File: src/dbls_pkg.sv
package dbls_pkg;

	// ----------------------------------------------------------------
	// bus and dram geometry
	// ----------------------------------------------------------------
	localparam int DBLS_BUS_W = 32;
	localparam int DBLS_BANKS = 4;
	localparam int DBLS_LANES = 4;
	localparam int DBLS_DADDR_W = 9;

	// address field positions
	localparam int DBLS_BANK_HI = 21;
	localparam int DBLS_BANK_LO = 20;
	localparam int DBLS_ROW_HI = 19;
	localparam int DBLS_ROW_LO = 11;
	localparam int DBLS_COL_HI = 10;
	localparam int DBLS_COL_LO = 2;
	localparam int DBLS_REGION_LO = 22;

	// banks actually fitted on the board, one to four
	localparam logic [2:0] DBLS_BANKS_FITTED = 3'h4;

	// ----------------------------------------------------------------
	// reset values and timing
	// ----------------------------------------------------------------
	localparam logic [3:0] DBLS_STROBES_IDLE = 4'hF;
	localparam logic [8:0] DBLS_DADDR_RST = 9'h000;
	localparam logic [31:0] DBLS_ADDR_RST = 32'h0000_0000;
	localparam int DBLS_CLK_MHZ = 40;
	localparam int DBLS_PRECHARGE_NS = 50;
	localparam logic [2:0] DBLS_PRECHARGE_CYC =
		3'((DBLS_PRECHARGE_NS * DBLS_CLK_MHZ + 999) / 1000);

	typedef enum logic [2:0] {
		DBLS_IDLE,
		DBLS_ROW,
		DBLS_COL,
		DBLS_HOLD,
		DBLS_PRECHARGE
	} dbls_state_t;

	// one-hot bank pick from a two-bit bank code
	function automatic logic [3:0] dbls_bank_onehot(input logic [1:0] code);
		dbls_bank_onehot = 4'h1 << code;
	endfunction : dbls_bank_onehot

endpackage : dbls_pkg

File: src/dbls_addr_if.sv
`timescale 1ns/10ps
interface dbls_addr_if;
	import dbls_pkg::*;
	logic latch_stb;
	logic [DBLS_BUS_W-1:0] bus;
	logic [1:0] bank_code;
	logic [3:0] bank_sel;
	logic in_region;
	logic [DBLS_DADDR_W-1:0] row_addr;
	logic [DBLS_DADDR_W-1:0] col_addr;

	modport ctrl (output latch_stb, output bus, input bank_code, input bank_sel,
		input in_region, input row_addr, input col_addr);
	modport path (input latch_stb, input bus, output bank_code, output bank_sel,
		output in_region, output row_addr, output col_addr);
endinterface : dbls_addr_if

File: src/dbls_addr_path.sv
`timescale 1ns/10ps
module dbls_addr_path
	import dbls_pkg::*;
(
	input wire logic clock_i,
	input wire logic rst_n_i,
	dbls_addr_if.path ap
);

	typedef struct packed {
		logic [DBLS_BUS_W-1:0] addr;
	} dbls_path_st_t;

	dbls_path_st_t s_q;
	dbls_path_st_t s_d;

	// --------------------------------------------------------------
	// address latch
	// --------------------------------------------------------------
	// the bus carries data after the address phase, so hold the address
	always_comb begin
		s_d = s_q;
		if (ap.latch_stb) begin
			s_d.addr = ap.bus;
		end
	end

	always_ff @(posedge clock_i or negedge rst_n_i) begin
		if (!rst_n_i) begin
			s_q.addr <= DBLS_ADDR_RST;
		end else begin
			s_q <= s_d;
		end
	end

	// --------------------------------------------------------------
	// decode of the held address
	// --------------------------------------------------------------
	// dram lives only in the bottom 4MB; banks are contiguous megabytes
	assign ap.in_region = (s_q.addr[DBLS_BUS_W-1:DBLS_REGION_LO] == '0);
	assign ap.bank_code = s_q.addr[DBLS_BANK_HI:DBLS_BANK_LO];
	assign ap.bank_sel = dbls_bank_onehot(s_q.addr[DBLS_BANK_HI:DBLS_BANK_LO]);
	assign ap.row_addr = s_q.addr[DBLS_ROW_HI:DBLS_ROW_LO];
	assign ap.col_addr = s_q.addr[DBLS_COL_HI:DBLS_COL_LO];

endmodule : dbls_addr_path

File: src/dbls_bank_lane_select.sv
`timescale 1ns/10ps
module dbls_bank_lane_select
	import dbls_pkg::*;
(
	input wire logic clock_i,
	input wire logic rst_n_i,
	input wire logic [DBLS_BUS_W-1:0] cpu_addr_data_i,
	input wire logic addr_latch_i,
	input wire logic memory_region_select_i,
	input wire logic read_strobe_n_i,
	input wire logic cpu_store_strobe_n_i,
	input wire logic [DBLS_LANES-1:0] byte_enable_n_i,
	output logic [DBLS_BANKS-1:0] bank_row_strobe_n_o,
	output logic [DBLS_BANKS-1:0] bank_store_enable_n_o,
	output logic [DBLS_LANES-1:0] lane_column_strobe_n_o,
	output logic [DBLS_DADDR_W-1:0] dram_addr_o,
	output logic access_busy_o
);

	// ----------------------------------------------------------------
	// state
	// ----------------------------------------------------------------
	// one record holds the whole sequencer, so the next-state copy is always complete
	typedef struct packed {
		dbls_state_t state;
		logic is_write;
		logic [DBLS_LANES-1:0] lanes;
		logic [DBLS_BANKS-1:0] bank;
		logic [2:0] pre_cnt;
		logic [DBLS_BANKS-1:0] ras_n;
		logic [DBLS_BANKS-1:0] we_n;
		logic [DBLS_LANES-1:0] cas_n;
		logic [DBLS_DADDR_W-1:0] daddr;
		logic busy;
	} dbls_st_t;

	dbls_st_t s_q;
	dbls_st_t s_d;

	// carrier to the address latch and its decoder
	dbls_addr_if ap ();

	// request decode, combinational from the pins, the latched address and the sequencer state
	logic rd_req;
	logic wr_req;
	logic start;
	logic fitted;
	logic held;
	logic [DBLS_BANKS-1:0] pick_bank;
	logic [DBLS_LANES-1:0] pick_lanes;

	// ----------------------------------------------------------------
	// helpers
	// ----------------------------------------------------------------
	// active-low strobe word for a one-hot bank pick; row strobe and store
	// enable both come from here, so they can never name different banks
	function automatic logic [DBLS_BANKS-1:0] bank_strobe_n(input logic [DBLS_BANKS-1:0] pick);
		bank_strobe_n = ~pick;
	endfunction : bank_strobe_n

	// lanes an access touches: reads fetch the whole word, writes only the
	// bytes the processor names, so a byte store never clobbers its neighbours
	function automatic logic [DBLS_LANES-1:0] lane_pick(input logic write, input logic [DBLS_LANES-1:0] be_n);
		if (write) begin
			lane_pick = ~be_n;
		end else begin
			lane_pick = {DBLS_LANES{1'b1}};
		end
	endfunction : lane_pick

	// true while the strobe that opened the access is still low
	function automatic logic strobe_held(input logic write, input logic rd, input logic wr);
		if (write) begin
			strobe_held = wr;
		end else begin
			strobe_held = rd;
		end
	endfunction : strobe_held

	// precharge ends on the last counted cycle; a zero count ends at once
	function automatic logic precharge_done(input logic [2:0] cnt);
		precharge_done = (cnt <= 3'h1);
	endfunction : precharge_done

	// ----------------------------------------------------------------
	// address path
	// ----------------------------------------------------------------
	// the whole design sits on the processor system clock (40 MHz here)
	assign ap.latch_stb = addr_latch_i;
	assign ap.bus = cpu_addr_data_i;

	dbls_addr_path u_path (
		.clock_i(clock_i),
		.rst_n_i(rst_n_i),
		.ap(ap.path)
	);

	// ----------------------------------------------------------------
	// request qualification
	// ----------------------------------------------------------------
	// an unfitted bank is never strobed, so its range simply floats
	assign rd_req = !read_strobe_n_i;
	assign wr_req = !cpu_store_strobe_n_i;
	assign fitted = ({1'b0, ap.bank_code} < DBLS_BANKS_FITTED);
	assign start = memory_region_select_i && ap.in_region && fitted && (rd_req || wr_req);

	// ----------------------------------------------------------------
	// lane and bank steering
	// ----------------------------------------------------------------
	// byte enables matter only on the edge the access is taken
	assign pick_bank = ap.bank_sel;
	assign pick_lanes = lane_pick(wr_req, byte_enable_n_i);
	// the release test follows the strobe that was taken, not the other
	assign held = strobe_held(s_q.is_write, rd_req, wr_req);

	// ----------------------------------------------------------------
	// access sequencer
	// ----------------------------------------------------------------
	// row strobe first with row address, then column address and lanes;
	// strobes hold until the processor drops its strobe, then precharge
	always_comb begin
		s_d = s_q;
		case (s_q.state)
			DBLS_IDLE: begin
				// strobes parked high; row address shown early so it is settled
				s_d.ras_n = DBLS_STROBES_IDLE;
				s_d.we_n = DBLS_STROBES_IDLE;
				s_d.cas_n = DBLS_STROBES_IDLE;
				s_d.busy = 1'b0;
				s_d.daddr = ap.row_addr;
				if (start) begin
					s_d.state = DBLS_ROW;
					s_d.busy = 1'b1;
					s_d.is_write = wr_req;
					s_d.bank = pick_bank;
					// reads fetch the full word; writes touch named lanes only
					s_d.lanes = pick_lanes;
					s_d.ras_n = bank_strobe_n(pick_bank);
				end
			end

			DBLS_ROW: begin
				// row is open: swap to column address, store enable goes early
				s_d.state = DBLS_COL;
				s_d.daddr = ap.col_addr;
				s_d.we_n = s_q.is_write ? bank_strobe_n(s_q.bank) : DBLS_STROBES_IDLE;
			end

			DBLS_COL: begin
				s_d.state = DBLS_HOLD;
				// column strobes are common to all banks: row strobe picks
				s_d.cas_n = ~s_q.lanes;
			end

			DBLS_HOLD: begin
				// strobes stand until the processor lets go of its strobe
				if (!held) begin
					s_d.state = DBLS_PRECHARGE;
					s_d.ras_n = DBLS_STROBES_IDLE;
					s_d.we_n = DBLS_STROBES_IDLE;
					s_d.cas_n = DBLS_STROBES_IDLE;
					s_d.pre_cnt = DBLS_PRECHARGE_CYC;
				end
			end

			DBLS_PRECHARGE: begin
				// row strobe must stay high long enough before reuse
				if (precharge_done(s_q.pre_cnt)) begin
					s_d.state = DBLS_IDLE;
					s_d.busy = 1'b0;
				end else begin
					s_d.pre_cnt = s_q.pre_cnt - 3'h1;
				end
			end

			default: begin
				// an unused state code falls back to idle
				s_d.state = DBLS_IDLE;
			end
		endcase
	end

	// async clear parks every strobe high so no bank sees a false access
	always_ff @(posedge clock_i or negedge rst_n_i) begin
		if (!rst_n_i) begin
			s_q.state <= DBLS_IDLE;
			s_q.is_write <= 1'b0;
			s_q.lanes <= 4'h0;
			s_q.bank <= 4'h0;
			s_q.pre_cnt <= 3'h0;
			s_q.ras_n <= DBLS_STROBES_IDLE;
			s_q.we_n <= DBLS_STROBES_IDLE;
			s_q.cas_n <= DBLS_STROBES_IDLE;
			s_q.daddr <= DBLS_DADDR_RST;
			s_q.busy <= 1'b0;
		end else begin
			s_q <= s_d;
		end
	end

	// ----------------------------------------------------------------
	// outputs, all straight from flops
	// ----------------------------------------------------------------
	assign bank_row_strobe_n_o = s_q.ras_n;
	assign bank_store_enable_n_o = s_q.we_n;
	assign lane_column_strobe_n_o = s_q.cas_n;
	assign dram_addr_o = s_q.daddr;
	assign access_busy_o = s_q.busy;

endmodule : dbls_bank_lane_select

File: config.mk
export PLATFORM = sky130hd
export DESIGN_NAME = dbls_bank_lane_select
export DESIGN_NICKNAME = d
export VERILOG_FILES = /design/src/dbls_pkg.sv /design/src/dbls_addr_if.sv /design/src/dbls_addr_path.sv /design/src/dbls_bank_lane_select.sv
export SDC_FILE = /design/constraint.sdc
export NUM_CORES = 1
export LEC_CHECK = 0
export ABC_CLOCK_PERIOD_IN_PS = 1650
export BUFFER_PORTS_ARGS = -buffer_cell sky130_fd_sc_hd__buf_2
export CORE_AREA = 2 2 81 91
export CTS_CLUSTER_SIZE = 25
export DETAILED_ROUTE_END_ITERATION = 10
export DIE_AREA = 0 0 83 93
export GPL_TIMING_DRIVEN = 0
export HOLD_SLACK_MARGIN = 0.03
export MAX_ROUTING_LAYER = met4
export PLACE_DENSITY = 0.68
export SETUP_SLACK_MARGIN = 0.02
export SYNTH_ARGS = -nofsm -noshare
export SYNTH_HDL_FRONTEND = slang
export SYNTH_HIERARCHICAL = 1
export SYNTH_SLANG_ARGS = --single-unit
File: constraint.sdc
create_clock -name clock_i -period 1.65 [get_ports clock_i]
set_input_delay 0.0825 -clock clock_i [delete_from_list [all_inputs] [get_ports clock_i]]
set_output_delay 0.0825 -clock clock_i [all_outputs]
set_load 0.02 [all_outputs]
==> flow_summary.toml <==
[synth]
synthCells = 260
netlist_area_sq_um = 3084
syn_area_per_cell_sq_um = 11.86
synth_warnings = 6
syn_nets = 304

[worst_setup_path]
cp_data_arrival_time_ps = 2180
path_buf_inv = 1
cp_slowest_cell = "or4_4"
crit_required_ps = 1930
worstPathCellList = "or4_4, nor4_4, and4_1, buf_6, nand2_2, o21a_1"
critPathMaxFanout = 6
setup.worst_path.class = "flop to flop"
reg2reg_from = "u_path/s_q[27]"
end_kind = "flop"
critPathTopFamily = "simple AND/OR/NAND/NOR gates"
cp_slowest_stage_delay_ps = 550
cp-start-kind = "flop"
cp-startpoint = "u_path/s_q[27]"

[die]
die_y_um = 93
std_cell_rows = 32
core_region_area_sq_um = 6847
ios = 64
die_area_sq_um = 7719
start_util = 0.4505
chipWidth_um = 83

[timing]
tns_ps = -2876
fin_crit_ps = 1906
fin_skew_ps = 13.54
relSlewSlack = 0.4430
worst_slack_ps = -255.5
rsz0062_at_grt = "yes"
fin_worst_hold_slack_ps = 39.55
drv_slew = 0
fin_crit_sh = 1.155
finalHoldViolCount = 0
clock.fmax_mhz = 524.8
worst_pin_slew_ps = 835.5
setup_viol = 15

[run]
cap_violations = 0

[placed_design]
io_buffers = 60
hpwl_mm = 3.918
dpl_cell_area_sq_um = 3508
gp_congestion = 0.7856

[clock_tree]
cts-htree-levels = 3
cts_sinks = 67
cts_tree = "built"
numCtsBuffers = 9
cts.clk_slew.worst_paths_ps = 80
clock-root-buffer = "clkbuf_8"
clk-insertion-delay-late_ps = 340
cts_buffer_depth = 2

[final_layout]
postLayoutCoreUtil = 0.6007
diodes = 0
area_growth_pct = 33.35
layout-drive-gt1-share = 0.4840
nNetsFinal = 413
finalInstanceArea_sq_um = 4113

[drt]
vias = 2168
drtPass1Iterations = 5
drc = 0
ant_nets = 0
drt-initial-drc-count = 93
routed_wl_mm = 6.088
wire_per_inst_um = 13.26
viasPerCell = 4.723

[pwr]
p_int_mw = 3.447
pwr-share-comb = 0.329
p_switching_mw = 1.610
finalPower_mw = 5.057
p_leak_nw = 1.949
sw_frac_of_total = 0.3183
seqPwrFrac = 0.404
peakVddDrop_mv = 0.6842
powerDensity_nw_per_um2 = 1230
p_clk_frac = 0.268

[global_route]
grt_first_pass_wirelength_mm = 10.44
antenna_found_initial = 0
grt_usage = 0.1746
overflow = 0
grt_pass1_vias = 2250
grt_max_degree = 68

[run_status]
status = "finished with violations"
violations = "setup timing"

[hold_path]
hold_path.class = "primary input to flop"
holdCritStartpoint = "byte_enable_n_i[3]"
final timing paths:
check,cells past startpoint,slack [ps],end
setup / recovery,6,-260,bank_row_strobe_n_o[2]
hold / removal,3,40,s_q[32]
setup reg to reg,6,-260,bank_row_strobe_n_o[2]
hold reg to reg,1,400,lane_column_strobe_n_o[1]
max in group asynchronous,2,700,s_q[32]
min in group asynchronous,2,400,u_path/s_q[13]
final cells by class:
type / count / area, sq um
Timing Repair Buffer: 98 / 675.6
Sequential cell: 67 / 1692
Clock inverter: 5 / 52.55
Clock buffer: 11 / 141.4
Inverter: 4 / 15.01
Buffer: 50 / 360.3
Multi-Input combinational cell: 139 / 1070
Tap cell: 85 / 106.4
Fill cell: 543 / 2734
routing by layer:
metal / part of all wire / vias up / GRT usage
met4: 0.015 / 0 / 0.08880
met5: 0 / - / -
li1: - / 1076 / -
met2: 0.53 / 42 / 0.2856
met3: 0.032 / 7 / 0.03707
met1: 0.43 / 1043 / 0.2056
worst register-to-register path, cell delays in order, from the launching register on:
cell and delay [ps]:
dfrtp_1 380, or4_4 550, nor4_4 330, and4_1 280
buf_6 150, nand2_2 60, o21a_1 110
layout by cell type, fill, tap and decap left out, types with 2 or more instances in the layout:
cell type      instances
a21oi_1                2
a2bb2oi_1              9
a2bb2oi_2              2
a31oi_1                2
and2b_1                2
buf_2                 68
buf_4                 43
buf_6                  2
clkbuf_8              10
clkinv_2               3
dfrtp_1               55
dfstp_2               12
dlygate4sd3_1         35
ha_1                   2
inv_1                  4
mux2_1                 3
mux2_2                27
mux2i_1                9
nand2_1               28
nand2_2                3
nand3_1                3
nor2_1                 6
nor2b_1                4
o211ai_1               2
o21a_1                 2
o21ai_0                9
o21ai_1                7
or4_4                  2
power groups by stage:
stage               Sequential [mW]  Clock (mW)  Combinational, mW
CTS                            2.04        1.38               1.66
detailed placement             2.07           0               1.59
global route                   2.08        1.44               1.83
finish                         2.04        1.35               1.66
floorplan                      2.03           0               1.20
global placement               2.06           0               1.55
state kept, by name, summed over array words and instances (netlist names):
| register | count |
|---|---|
| s_q | 15 |
| lane_column_strobe_n_o | 4 |
| dram_addr_o | 9 |
| bank_row_strobe_n_o | 4 |
| access_busy_o | 1 |
| bank_store_enable_n_o | 4 |
| u_path/s_q | 30 |
through the flow:
stage          worst slack (ps)  instances
2_1_floorplan            -121.3        260
3_3_place_gp             -330.7        405
3_5_place_dp             -353.6        405
4_1_cts                  -189.3        459
5_1_grt                  -315.2        459
6_report                 -255.5        459
repair_timing:
item	in CTS	in global routing
setup endpoints to repair	15	15
setup buffers	3	0
resized for setup	9	5
endpoints found under the hold margin	89	0
hold buffers	35	0
gates cloned	0	0
pin swaps	6	3
(Power assumes the default switching activity.)
